### src/pwm_timer_pkg.sv
// shared register map, field layout and reset values for the pwm timer
package pwm_timer_pkg;

  // ***************************************************
  // register indices, byte address is four times these
  // ***************************************************
  localparam logic [6:0] IDX_DUTY3 = 7'h73;
  localparam logic [6:0] IDX_DUTY2 = 7'h74;
  localparam logic [6:0] IDX_DUTY1 = 7'h75;
  localparam logic [6:0] IDX_DUTY0 = 7'h76;
  localparam logic [6:0] IDX_PWM_OUTPUT_CONTROL = 7'h77;
  localparam logic [6:0] IDX_CSR = 7'h78;
  localparam logic [6:0] IDX_CAR = 7'h79;
  localparam logic [6:0] IDX_ARR = 7'h7a;
  localparam logic [6:0] IDX_CAPCSR = 7'h7b;
  localparam logic [6:0] IDX_CAP1 = 7'h7c;
  localparam logic [6:0] IDX_CAP2 = 7'h7d;

  // ***************************************************
  // field positions
  // ***************************************************
  localparam int CSR_EXTERNAL_CLOCK_SELECT = 7;
  localparam int CSR_TAP_HI = 6;
  localparam int CSR_TAP_LO = 4;
  localparam int CSR_RUN = 3;
  localparam int CSR_FORCED_RELOAD = 2;
  localparam int CSR_OIE = 1;
  localparam int CSR_OVF = 0;
  localparam int PWM_OUTPUT_CONTROL_OE_LO = 4;
  localparam int CAP_CS_LO = 4;
  localparam int CAP_CIE_LO = 2;
  localparam int CAP_CF_LO = 0;

  // ***************************************************
  // reset values and fixed counts
  // ***************************************************
  localparam logic [7:0] RST_BYTE = 8'h00;
  localparam logic [7:0] CNT_TOP = 8'hff;
  localparam logic [6:0] PRESC_RST = 7'h00;

endpackage

### src/capture_channel.sv
// one input capture channel: edge select, latch, sticky flag
`timescale 1ns/1ns
module capture_channel
  import pwm_timer_pkg::*;
(
  input wire logic pclk,
  input wire logic presetn,
  input wire logic pin,
  input wire logic edge_rising,
  input wire logic read_clear,
  input wire logic [7:0] count,
  output logic flag,
  output logic [7:0] value
);

  logic pin_prev_reg;
  logic hit;
  logic take;

  // selected transition on the pin, pins are already synchronous
  assign hit = edge_rising ? (pin & ~pin_prev_reg)
                           : (~pin & pin_prev_reg);
  // the read that frees the register also admits a new capture
  assign take = hit && (!flag || read_clear);

  always_ff @(posedge pclk or negedge presetn)
  begin
    if (!presetn)
      pin_prev_reg <= 1'b0;
    else
      pin_prev_reg <= pin;
  end

  // latch only while the flag is clear or being read clear, so an unread value survives
  always_ff @(posedge pclk or negedge presetn)
  begin
    if (!presetn)
      value <= RST_BYTE;
    else if (take)
      value <= count;
  end

  // a capture in the clearing cycle wins over the read clear
  always_ff @(posedge pclk or negedge presetn)
  begin
    if (!presetn)
      flag <= 1'b0;
    else if (take)
      flag <= 1'b1;
    else if (read_clear)
      flag <= 1'b0;
  end
endmodule

### src/pwm_auto_reload_timer.sv
// pwm auto-reload timer: prescaler, counter, pwm, capture, apb slave
// Behaviour
// - 8-bit counter steps on each prescaler tick
// - overflow reloads counter, prescaler untouched
// - counter access register reads/writes live count
// - tap select n divides input by 2^n
// - clock select 0 cpu, 1 external input
// - run enable clear freezes prescaler and counter
// - reset clears counter, prescaler, selects cpu clock
// - counter write or forced reload clears prescaler
// - hidden compares load from duty at overflow
// - output enable drives channel pin push-pull
// - pwm period is 256 minus reload counts
// - overflow drives pin to polarity start level
// - compare match returns pin to opposite level
// - pwm generation stops during halt
// - overflow sets sticky flag, irq if enabled
// - external mode counts 256 minus reload events
// - capture edge latches count, sets flag
// - capture blocked until value register read
// - capture irq pending while flag and enable
// - enabled capture edges wake from halt
// - status read clears overflow flag
// - forced reload is write-only, reads zero
// - capture read clears flag; edge 0 falling
// - polarity 0 high at or below compare
`timescale 1ns/1ns
module pwm_auto_reload_timer
  import pwm_timer_pkg::*;
#(
  parameter int N_PWM = 4,
  parameter int N_CAP = 2,
  parameter int ADDR_W = 12
)
(
  input wire logic pclk,
  input wire logic presetn,
  input wire logic psel,
  input wire logic penable,
  input wire logic pwrite,
  input wire logic [ADDR_W-1:0] paddr,
  input wire logic [31:0] pwdata,
  output logic [31:0] prdata,
  output logic pready,
  output logic pslverr,
  input wire logic external_input_clock,
  input wire logic halt_mode,
  input wire logic [N_CAP-1:0] capture_input_pin,
  output logic [N_PWM-1:0] pwm_output_pin,
  output logic [N_PWM-1:0] pwm_output_enable,
  output logic overflow_irq,
  output logic capture_irq,
  output logic halt_wakeup
);

  // ***************************************************
  // state
  // ***************************************************
  logic external_clock_select;
  logic [2:0] prescale_tap_select;
  logic counter_run_enable;
  logic overflow_irq_enable;
  logic overflow_flag;
  logic [7:0] auto_reload_value;
  logic [7:0] count_reg;
  logic [6:0] presc_reg;
  logic [7:0] duty_cycle_buffer [N_PWM];
  logic [7:0] hidden_compare_value [N_PWM];
  logic [7:0] pwm_output_control;
  logic [N_CAP-1:0] capture_edge_select;
  logic [N_CAP-1:0] capture_irq_enable;
  logic [N_CAP-1:0] capture_flag;
  logic [7:0] capture_value_register [N_CAP];
  logic [N_CAP-1:0] cap_clear;
  logic [N_CAP-1:0] cf_seen_reg;
  logic ext_prev_reg;

  // ***************************************************
  // bus decode
  // ***************************************************
  logic [6:0] idx;
  logic addr_ok;
  logic hit;
  logic [7:0] rd_byte;
  logic setup;
  logic wr_go;
  logic rd_go;
  logic wr_car;
  logic wr_csr;
  logic forced_reload_go;

  assign idx = paddr[8:2];
  assign addr_ok = (paddr[ADDR_W-1:9] == '0) && (paddr[1:0] == 2'b00);
  assign setup = psel && !penable;
  assign wr_go = psel && penable && pready && pwrite && hit;
  assign rd_go = psel && penable && pready && !pwrite && hit;
  assign wr_car = wr_go && (idx == IDX_CAR);
  assign wr_csr = wr_go && (idx == IDX_CSR);
  assign forced_reload_go = wr_csr && pwdata[CSR_FORCED_RELOAD];

  // read mux, unmapped addresses answer with an error
  always_comb
  begin
    rd_byte = RST_BYTE;
    hit = addr_ok;
    if (!addr_ok)
      hit = 1'b0;
    else if (idx == IDX_DUTY3)
      rd_byte = duty_cycle_buffer[3];
    else if (idx == IDX_DUTY2)
      rd_byte = duty_cycle_buffer[2];
    else if (idx == IDX_DUTY1)
      rd_byte = duty_cycle_buffer[1];
    else if (idx == IDX_DUTY0)
      rd_byte = duty_cycle_buffer[0];
    else if (idx == IDX_PWM_OUTPUT_CONTROL)
      rd_byte = pwm_output_control;
    else if (idx == IDX_CSR)
      rd_byte = {external_clock_select, prescale_tap_select,
                 counter_run_enable, 1'b0,
                 overflow_irq_enable, overflow_flag};
    else if (idx == IDX_CAR)
      rd_byte = count_reg;
    else if (idx == IDX_ARR)
      rd_byte = auto_reload_value;
    else if (idx == IDX_CAPCSR)
      rd_byte = {2'b00, capture_edge_select, capture_irq_enable,
                 capture_flag};
    else if (idx == IDX_CAP1)
      rd_byte = capture_value_register[0];
    else if (idx == IDX_CAP2)
      rd_byte = capture_value_register[1];
    else
      hit = 1'b0;
  end

  // no wait state: data sampled at setup, ready in the first access cycle
  always_ff @(posedge pclk or negedge presetn)
  begin
    if (!presetn)
    begin
      pready <= 1'b0;
      pslverr <= 1'b0;
      prdata <= '0;
      cf_seen_reg <= '0;
    end
    else
    begin
      pready <= setup;
      pslverr <= setup && !hit;
      if (setup)
      begin
        prdata <= {24'h000000, rd_byte};
        cf_seen_reg <= capture_flag;
      end
    end
  end

  // ***************************************************
  // software registers
  // ***************************************************
  always_ff @(posedge pclk or negedge presetn)
  begin
    if (!presetn)
    begin
      external_clock_select <= 1'b0;
      prescale_tap_select <= 3'h0;
      counter_run_enable <= 1'b0;
      overflow_irq_enable <= 1'b0;
    end
    else if (wr_csr)
    begin
      external_clock_select <= pwdata[CSR_EXTERNAL_CLOCK_SELECT];
      prescale_tap_select <= pwdata[CSR_TAP_HI:CSR_TAP_LO];
      counter_run_enable <= pwdata[CSR_RUN];
      overflow_irq_enable <= pwdata[CSR_OIE];
    end
  end

  always_ff @(posedge pclk or negedge presetn)
  begin
    if (!presetn)
    begin
      auto_reload_value <= RST_BYTE;
      pwm_output_control <= RST_BYTE;
      capture_edge_select <= '0;
      capture_irq_enable <= '0;
    end
    else if (wr_go && idx == IDX_ARR)
      auto_reload_value <= pwdata[7:0];
    else if (wr_go && idx == IDX_PWM_OUTPUT_CONTROL)
      pwm_output_control <= pwdata[7:0];
    else if (wr_go && idx == IDX_CAPCSR)
    begin
      capture_edge_select <= pwdata[CAP_CS_LO +: N_CAP];
      capture_irq_enable <= pwdata[CAP_CIE_LO +: N_CAP];
    end
  end

  // ***************************************************
  // prescaler and counter
  // ***************************************************
  logic ext_rise;
  logic in_tick;
  logic [6:0] tap_mask;
  logic cnt_tick;
  logic ovf_evt;

  // external input is synchronous; a rising edge is one event
  assign ext_rise = external_input_clock && !ext_prev_reg;
  // halt stops both sources, so no spurious steps while halted
  assign in_tick = counter_run_enable && !halt_mode &&
                   (external_clock_select ? ext_rise : 1'b1);
  assign tap_mask = 7'((8'h01 << prescale_tap_select) - 8'h01);
  assign cnt_tick = in_tick && ((presc_reg & tap_mask) == tap_mask);
  assign ovf_evt = cnt_tick && (count_reg == CNT_TOP) && !wr_car &&
                   !forced_reload_go;

  always_ff @(posedge pclk or negedge presetn)
  begin
    if (!presetn)
      ext_prev_reg <= 1'b0;
    else
      ext_prev_reg <= external_input_clock;
  end

  always_ff @(posedge pclk or negedge presetn)
  begin
    if (!presetn)
      presc_reg <= PRESC_RST;
    else if (wr_car || forced_reload_go)
      presc_reg <= PRESC_RST;
    else if (in_tick)
      presc_reg <= presc_reg + 7'h01;
  end

  // overflow reloads rather than wrapping, giving 256-reload ticks
  always_ff @(posedge pclk or negedge presetn)
  begin
    if (!presetn)
      count_reg <= RST_BYTE;
    else if (wr_car)
      count_reg <= pwdata[7:0];
    else if (forced_reload_go)
      count_reg <= auto_reload_value;
    else if (ovf_evt)
      count_reg <= auto_reload_value;
    else if (cnt_tick)
      count_reg <= count_reg + 8'h01;
  end

  // only clear the flag if the read actually showed it set
  always_ff @(posedge pclk or negedge presetn)
  begin
    if (!presetn)
      overflow_flag <= 1'b0;
    else if (ovf_evt)
      overflow_flag <= 1'b1;
    else if (rd_go && idx == IDX_CSR && prdata[CSR_OVF])
      overflow_flag <= 1'b0;
  end

  // ***************************************************
  // pwm channels
  // ***************************************************
  genvar g;
  generate
    for (g = 0; g < N_PWM; g = g + 1)
    begin : gen_pwm
      always_ff @(posedge pclk or negedge presetn)
      begin
        if (!presetn)
          duty_cycle_buffer[g] <= RST_BYTE;
        else if (wr_go && idx == IDX_DUTY0 - 7'(g))
          duty_cycle_buffer[g] <= pwdata[7:0];
      end

      // double buffer: compare only moves at the period boundary
      always_ff @(posedge pclk or negedge presetn)
      begin
        if (!presetn)
          hidden_compare_value[g] <= RST_BYTE;
        else if (ovf_evt)
          hidden_compare_value[g] <= duty_cycle_buffer[g];
      end

      // level follows count vs compare, polarity applies at once
      always_ff @(posedge pclk or negedge presetn)
      begin
        if (!presetn)
          pwm_output_pin[g] <= 1'b0;
        else if (!halt_mode)
          pwm_output_pin[g] <=
            (count_reg <= hidden_compare_value[g]) ^
            pwm_output_control[g];
      end

      always_ff @(posedge pclk or negedge presetn)
      begin
        if (!presetn)
          pwm_output_enable[g] <= 1'b0;
        else
          pwm_output_enable[g] <= pwm_output_control[PWM_OUTPUT_CONTROL_OE_LO + g];
      end
    end
  endgenerate

  // ***************************************************
  // capture channels
  // ***************************************************
  generate
    for (g = 0; g < N_CAP; g = g + 1)
    begin : gen_cap
      assign cap_clear[g] = rd_go && (idx == IDX_CAP1 + 7'(g)) &&
                            cf_seen_reg[g];
      capture_channel u_cap (
        .pclk(pclk),
        .presetn(presetn),
        .pin(capture_input_pin[g]),
        .edge_rising(capture_edge_select[g]),
        .read_clear(cap_clear[g]),
        .count(count_reg),
        .flag(capture_flag[g]),
        .value(capture_value_register[g])
      );
    end
  endgenerate

  // ***************************************************
  // interrupt requests and wake-up
  // ***************************************************
  always_ff @(posedge pclk or negedge presetn)
  begin
    if (!presetn)
    begin
      overflow_irq <= 1'b0;
      capture_irq <= 1'b0;
      halt_wakeup <= 1'b0;
    end
    else
    begin
      overflow_irq <= overflow_flag && overflow_irq_enable;
      capture_irq <= |(capture_flag & capture_irq_enable);
      halt_wakeup <= halt_mode &&
                     |(capture_flag & capture_irq_enable);
    end
  end
endmodule

### config.mk
export PLATFORM = sky130hd
export DESIGN_NAME = pwm_auto_reload_timer
export DESIGN_NICKNAME = d
export VERILOG_FILES = /design/src/pwm_timer_pkg.sv /design/src/capture_channel.sv /design/src/pwm_auto_reload_timer.sv
export SDC_FILE = /design/constraint.sdc
export NUM_CORES = 1
export LEC_CHECK = 0
export ABC_CLOCK_PERIOD_IN_PS = 2400
export BUFFER_PORTS_ARGS = -buffer_cell sky130_fd_sc_hd__buf_2
export CAP_MARGIN = 20
export CELL_PAD_IN_SITES_DETAIL_PLACEMENT = 1
export CELL_PAD_IN_SITES_GLOBAL_PLACEMENT = 1
export CORE_MARGIN = 1
export CORE_UTILIZATION = 41
export CTS_CLUSTER_SIZE = 30
export DETAILED_ROUTE_END_ITERATION = 7
export PLACE_DENSITY = 0.75
export SYNTH_ARGS = -nofsm -noshare
export SYNTH_HDL_FRONTEND = slang
export SYNTH_SLANG_ARGS = --single-unit
### constraint.sdc
create_clock -name pclk -period 2.4 [get_ports pclk]
set_input_delay 0.48 -clock pclk [delete_from_list [all_inputs] [get_ports pclk]]
set_output_delay 0.48 -clock pclk [all_outputs]
set_load 0.02 [all_outputs]
Yosys cells after proc, flatten, opt, wreduce, memory -nomap -nowiden
Index checks and enable logic that the tools add are counted.
{ "totals": {"word_cells": 175, "ff_bits": 150} }
{ "classes": {"bitwise": 16, "addsub": 3, "shifts": 1, "n_lt_le_gt_ge": 4, "n_eq_ne": 13, "n_mux": 39, "n_reduce_logical": 58} }
{ "ops": {"columns": ["cell", "count"], "rows": [
  ["$mux 8", 16],
  ["$eq 7x7->1 const B", 11],
  ["$logic_and 1x1->1", 36],
  ["$le 8x8->1", 4],
  ["$mux 1", 21],
  ["$mux 7", 2],
  ["$logic_not 1->1", 9],
  ["$add 8x1->8 const B", 1],
  ["$eq 8x8->1 const B", 1],
  ["$reduce_bool 2->1", 4],
  ["$add 7x1->7 const B", 1],
  ["$and 7x7->7", 1],
  ["$eq 7x7->1", 1],
  ["$shl 1x3->7 const A", 1],
  ["$sub 7x1->7 const B", 1],
  ["$not 1->1", 6],
  ["$and 1x1->1", 4],
  ["$reduce_bool 4->1", 1],
  ["$xor 1x1->1", 4],
  ["$logic_not 3->1", 1],
  ["$logic_or 1x1->1", 3],
  ["$reduce_and 3->1", 1],
  ["$and 2x2->2", 1],
  ["$logic_not 2->1", 1],
  ["other kinds (2)", 2]
]} }

Longest topological paths before layout
{ "depth": {"word_depth": 21, "depth_mapped": 9, "ltp_nobuf": 9} }

Modules after synthesis
From an unflattened synthesis, not the netlist that was laid out.
{ "unflattened": {"hier_cells": 829, "hier_area_um2": 8490.6} }
{ "modules_own_cells": {"columns": ["module", "seq_area_each_um2", "area_per_inst_um2", "cells_each", "n_inst"], "rows": [
  ["pwm_auto_reload_timer", 3253.1, 7282.0, 717, 1],
  ["capture_channel", 250.2, 604.3, 56, 2]
]} }

Worst setup path after synthesis
No wires, ideal clock.
{ "synth_timing": {"path_type": "in2reg", "startpoint": "input paddr[9]", "endpoint": "register count_reg[0]", "required_ns": 2.320, "cell_stages": 8, "setup_time_ns": 0.080, "slack_ns": -0.245, "t_arrival_ns": 2.565, "path_buffers": 1, "path_cell_list": "or4_4 > nor4_4 > and4_4 > a31oi_4 > or2_1 > buf_2 > a211o_1 > o211ai_2"} }
{ "synth_between": {"elab_chain_cells": 11} }
{ "synth_rtl": {"columns": ["item", "line_no", "source"], "rows": [
  ["from (decl)", "pwm_auto_reload_timer.sv:41", "input wire logic [ADDR_W-1:0] paddr,"],
  ["$logic_not 3->1 (*)", "pwm_auto_reload_timer.sv:93", "assign addr_ok = (paddr[ADDR_W-1:9] == '0) && (paddr[1:0] == 2'b00);"],
  ["$logic_and 1x1->1 (*)", "pwm_auto_reload_timer.sv:93", null],
  ["$mux 1 (*)", "pwm_auto_reload_timer.sv:106", "if (!addr_ok)"],
  ["$logic_and 1x1->1 (*)", "pwm_auto_reload_timer.sv:95", "assign wr_go = psel && penable && pready && pwrite && hit;"],
  ["$logic_and 1x1->1, on equally long branches", "pwm_auto_reload_timer.sv:97, pwm_auto_reload_timer.sv:98", null],
  ["$logic_not 1->1 / $logic_and 1x1->1 (equally long branches)", "pwm_auto_reload_timer.sv:216, pwm_auto_reload_timer.sv:99", null],
  ["$logic_and 1x1->1 / $logic_not 1->1 (equally long branches)", "pwm_auto_reload_timer.sv:216, pwm_auto_reload_timer.sv:217", null],
  ["$logic_and 1x1->1", "pwm_auto_reload_timer.sv:216", "assign ovf_evt = cnt_tick && (count_reg == CNT_TOP) && !wr_car &&"],
  ["$mux 8", "pwm_auto_reload_timer.sv:246", "else if (ovf_evt)"],
  ["$mux 8", "pwm_auto_reload_timer.sv:244", "else if (forced_reload_go)"],
  ["$mux 8", "pwm_auto_reload_timer.sv:242", "else if (wr_car)"],
  ["to (signal assigned)", "pwm_auto_reload_timer.sv:243", "count_reg <= pwdata[7:0];"],
  ["to (signal assigned)", "pwm_auto_reload_timer.sv:245", "count_reg <= auto_reload_value;"],
  ["to (signal assigned)", "pwm_auto_reload_timer.sv:247", "count_reg <= auto_reload_value;"],
  ["to (decl)", "pwm_auto_reload_timer.sv:65", "logic [7:0] count_reg;"]
]} }
Mark *: on every way between the ends. The rest lies on a longest branch, timed or not.
A chain may end at the register's enable or synchronous reset.

Worst setup path in the final report
{ "layout_timing": {"startpoint": "input paddr[0]", "endpoint": "register pwm_output_control[5]"} }
{ "layout_between": {"elab_chain_cells": 7} }
{ "layout_rtl": {"columns": ["item", "line_no", "source"], "rows": [
  ["$logic_not 2->1 (*)", "pwm_auto_reload_timer.sv:93", null],
  ["$logic_and 1x1->1 (*)", "pwm_auto_reload_timer.sv:93", null],
  ["$mux 1 (*)", "pwm_auto_reload_timer.sv:106", null],
  ["$logic_and 1x1->1 (*)", "pwm_auto_reload_timer.sv:95", null],
  ["$logic_and 1x1->1", "pwm_auto_reload_timer.sv:189", "else if (wr_go && idx == IDX_ARR)"],
  ["$not 1->1 (no line)", null, null],
  ["$reduce_and 2->1 (no line) (*)", null, null],
  ["to (signal assigned)", "pwm_auto_reload_timer.sv:192", "pwm_output_control <= pwdata[7:0];"],
  ["to (decl)", "pwm_auto_reload_timer.sv:69", "logic [7:0] pwm_output_control;"]
]} }
Marked as above.

==> key figures <==
Run status
  – Outcome: finished, final reports clean

Global route
  – First-pass GRT wire length: 39.8 mm
  – Number of global-route vias before repair: between 6000 and 7000
  – GRT met2 Usage: 0.460
  – Initial antenna violation count: 1
  – GRT Total Usage: 0.276
  – GRT met1 Usage: 0.350
  – Met3 Track Usage GR: 0.0554
  – Layer carrying the most global-route usage: met2
  – Largest net degree at the start of global routing: 53
  – GRT Residual Overflow: 0

Final layout
  – Final Net Count: between 900 and 1000
  – Share of layout cells above drive strength 1: 0.281
  – Ant. Diodes: 0
  – Largest regs: duty_cycle_buffer: 32 flops, hidden_compare_value: 32 flops, gen_cap.u_cap.value: 16 flops
  – Area Growth Syn to Fin: 21.3%

STA
  – Slew @ Worst Pin: around 0.57 ns
  – PnR worst setup slack: between 0.05 and 0.06 ns
  – Fin Clk Skew: roughly 0.008 ns
  – F_max: 426 MHz
  – Final period util: 0.979
  – Setup Viol. Count Final: 0
  – Final Slew Violations: 0
  – Slew headroom: 0.618
  – Endpoints failing hold: 0
  – RSZ-0062 raised after global routing: false
  – Total Neg Setup Slack: 0 ns
  – Minimum clock period after layout: 2.35 ns

Logic synthesis
  – Number of enable flip-flop cells after synthesis: 0
  – Post-synth cell types: 65
  – Largest family of logic cells by synthesized area: simple AND/OR/NAND/NOR gates
  – Synthesized area: about 0.0079 mm²
  – Synth async-reset ratio: 1.00
  – XOR/XNOR share of the synthesized area: 0.0166
  – Area leader, netlist: dfrtp_1
  – Post-synth top area share: 0.473
  – Mux contribution to synthesized area: 0.132
  – Area share of fa/ha/maj cells after synthesis: 0.0536
  – Most common cell in the netlist: dfrtp_1
  – Top FF cell, synth: dfrtp_1
  – Simple-gate area share of the yosys netlist: 0.135
  – Synth Area in Compound Gates: 0.134
  – Top cells by area, synth: dfrtp_1 (47%), mux2_2 (10%), ha_1 (5.4%)
  – Synth cell count leaders: dfrtp_1 (150), nand2_1 (86), mux2_2 (72), o21ai_0 (70), nor2_1 (40)
  – Syn_area_per_cell: 10.3 µm²
  – Sequential-to-total area share from yosys stat: 0.473
  – Yosys reg bits: 150
  – Syn Inst Count: 770
  – YS warnings: 0

Power and ir drop
  – Final Total Pwr: approximately 0.0055 W
  – Switching portion of total power: 0.243
  – NetSw: 0.00135 W
  – Int Pwr: ~0.0042 W
  – Peak VDD IR: between 0.5 and 0.6 mV
  – Clock share of power: 0.471
  – PD cells: 577 mW/mm²
  – LEAKAGE: 4.78 nW
  – Comb pwr share: 0.065
  – Flop pwr share: 0.464

Worst setup path
  – Critical path class: input port to flip-flop
  – Critical Path AT: 2.67 ns
  – RR Endpoint: count_reg[7]
  – Worst reg2reg path depth: 9
  – Worst endpoint required time: 2.72 ns
  – Crit start category: input port
  – CP endpoint kind: flip-flop
  – Reg2Reg Setup Slack: 0.15 ns
  – Reg2reg start: count_reg[0]
  – Crit-path max FO: 7

Drt
  – Pre-antenna DRT Iters: 6
  – DRC viols: 0
  – WL/cell: about 22 µm
  – DRT antenna net count: 0
  – 1st-iter DRT viols: 513
  – DRT Wirelength: roughly 26 mm
  – Vias per cell: 5.57
  – Via count: 6489

Clock tree
  – Worst skew pair latency: 0.44 ns
  – # clock sinks: 150
  – CTS tree: done
  – CTS clk-pin slew, worst paths: 0.06 ns
  – Clk buf depth: 2
  – Inserted Clock Buffers: 17
  – Root buffer cell: clkbuf_16
  – CTS HTree Levels: 4

Place
  – Pre-CTS WS: -0.318 ns
  – IO Port Bufs: 49
  – Post-DP HPWL: ~18 mm
  – Routability cong.: 0.896

Hold path
  – Min-Delay Path Class: input port to flip-flop
  – Hold EP: ext_prev_reg
  – Hold depth: 1
  – Hold Startpoint: external_input_clock

Die
  – Row cnt: 50
  – Top-level I/O count: a little under 100
  – Core area: 0.0188 mm²
  – Die H: 141 µm
  – Starting Density: 0.421
  – Die footprint: 0.0199 mm²
  – Die X: 141 µm

Flow run
  – MaxCap Viol Count: 0
-- critical path, stage by stage --
cell and delay, ns:
buf_2 0.10, or4_4 0.56, nor4_4 0.34, buf_4 0.22, nand3_4 0.14, buf_4 0.17, nor3_4 0.13, buf_4 0.20
mux2_4 0.32
-- what timing repair did --
action | in CTS | in global routing
hold buffers | 1 | 0
gates resized for setup | 0 | 3
buffers inserted | 1 | 4
endpoints found under the setup margin | 32 | 9
pin swaps | 1 | 2
hold endpoints to repair | 2 | 0
-- layout make-up --
cell class | count | area, µm²
tap | 260 | 325
inverter | 40 | 150
fill | 2117 | 9210
timing repair buffer | 132 | 940
clock inverter | 9 | 104
multi-input combinational | 551 | 3890
clock buffer | 22 | 454
sequential | 150 | 3750
-- how the worst max path moves through the flow --
stage	start	endpoint	slack [ns]	cells past startpoint
after floorplan	paddr[0]	count_reg[0]	-0.21	8
after global placement	paddr[2]	hidden_compare_value[8]	-0.31	7
after detailed placement	paddr[2]	hidden_compare_value[3]	-0.32	9
after CTS	paddr[0]	pwm_output_control[5]	0.1	8
after global routing	paddr[0]	gen_cap[1].u_cap.value[7]	0.005	8
final	paddr[0]	pwm_output_control[5]	0.05	9
-- power by group through the flow --
stage	Clock, W	Combinational [W]	Sequential [W]
CTS	0.00266	0.000361	0.00257
floorplan	0	0.000169	0.00263
detailed placement	0	0.000358	0.00262
global route	0.00276	0.000392	0.00257
global placement	0	0.000354	0.00262
finish	0.00262	0.000361	0.00257
-- routing by layer --
metal | wire [µm] | share of wire | up-vias
met5 | 18 | 0.00070 | -
met4 | 886 | 0.034 | 2
met3 | 1210 | 0.047 | 58
met2 | 13000 | 0.50 | 186
met1 | 10800 | 0.42 | 3305
li1 | - | - | 2938
-- kinds of logic (layout without fill, tap and decap cells) --
group,count (synthesis),after routing
buf+inv,92,203
simple gates,215,215
flops,150,150
fa+ha+maj,34,34
other cells,1,24
xor+xnor,15,15
compound gates,170,170
mux,93,93
-- placed cells by master, fill, tap and decap left out, types with 5 or more instances in the layout --
master | netlist | layout
buf_2 | 2 | 48
a31oi_1 | 7 | 7
o31ai_1 | 5 | 5
buf_4 | 24 | 77
dfrtp_1 | 150 | 150
nor3_1 | 13 | 12
ha_1 | 34 | 34
o221ai_1 | 7 | 7
nor2_1 | 40 | 39
xor2_1 | 11 | 11
nand2_1 | 86 | 86
clkbuf_16 | 0 | 17
a21oi_1 | 26 | 26
a21o_1 | 6 | 6
and3_1 | 5 | 5
mux2_2 | 72 | 66
o21ai_0 | 70 | 68
nand4_1 | 7 | 7
mux2i_1 | 19 | 19
nand3_1 | 13 | 13
nor3b_1 | 5 | 5
o22ai_1 | 10 | 10
mux2_4 | 0 | 6
nand2b_1 | 10 | 10
buf_12 | 0 | 5
nor2_2 | 5 | 5
a22oi_1 | 10 | 10
inv_1 | 39 | 39
conb_1 | 1 | 24
nor2b_1 | 9 | 9
-- stage by stage --
step	area (µm²)	util	hold slack (ns)	std cells
final	9620	0.511	0.167	1164
after global routing	9620	0.511	0.156	1164
after CTS	9580	0.509	0.150	1160
after detailed placement	8990	0.477	0.439	1127
after global placement	8990	0.477	0.437	1127
after floorplan	8070	-	0.184	793
Power figures use the tool's default switching activity.
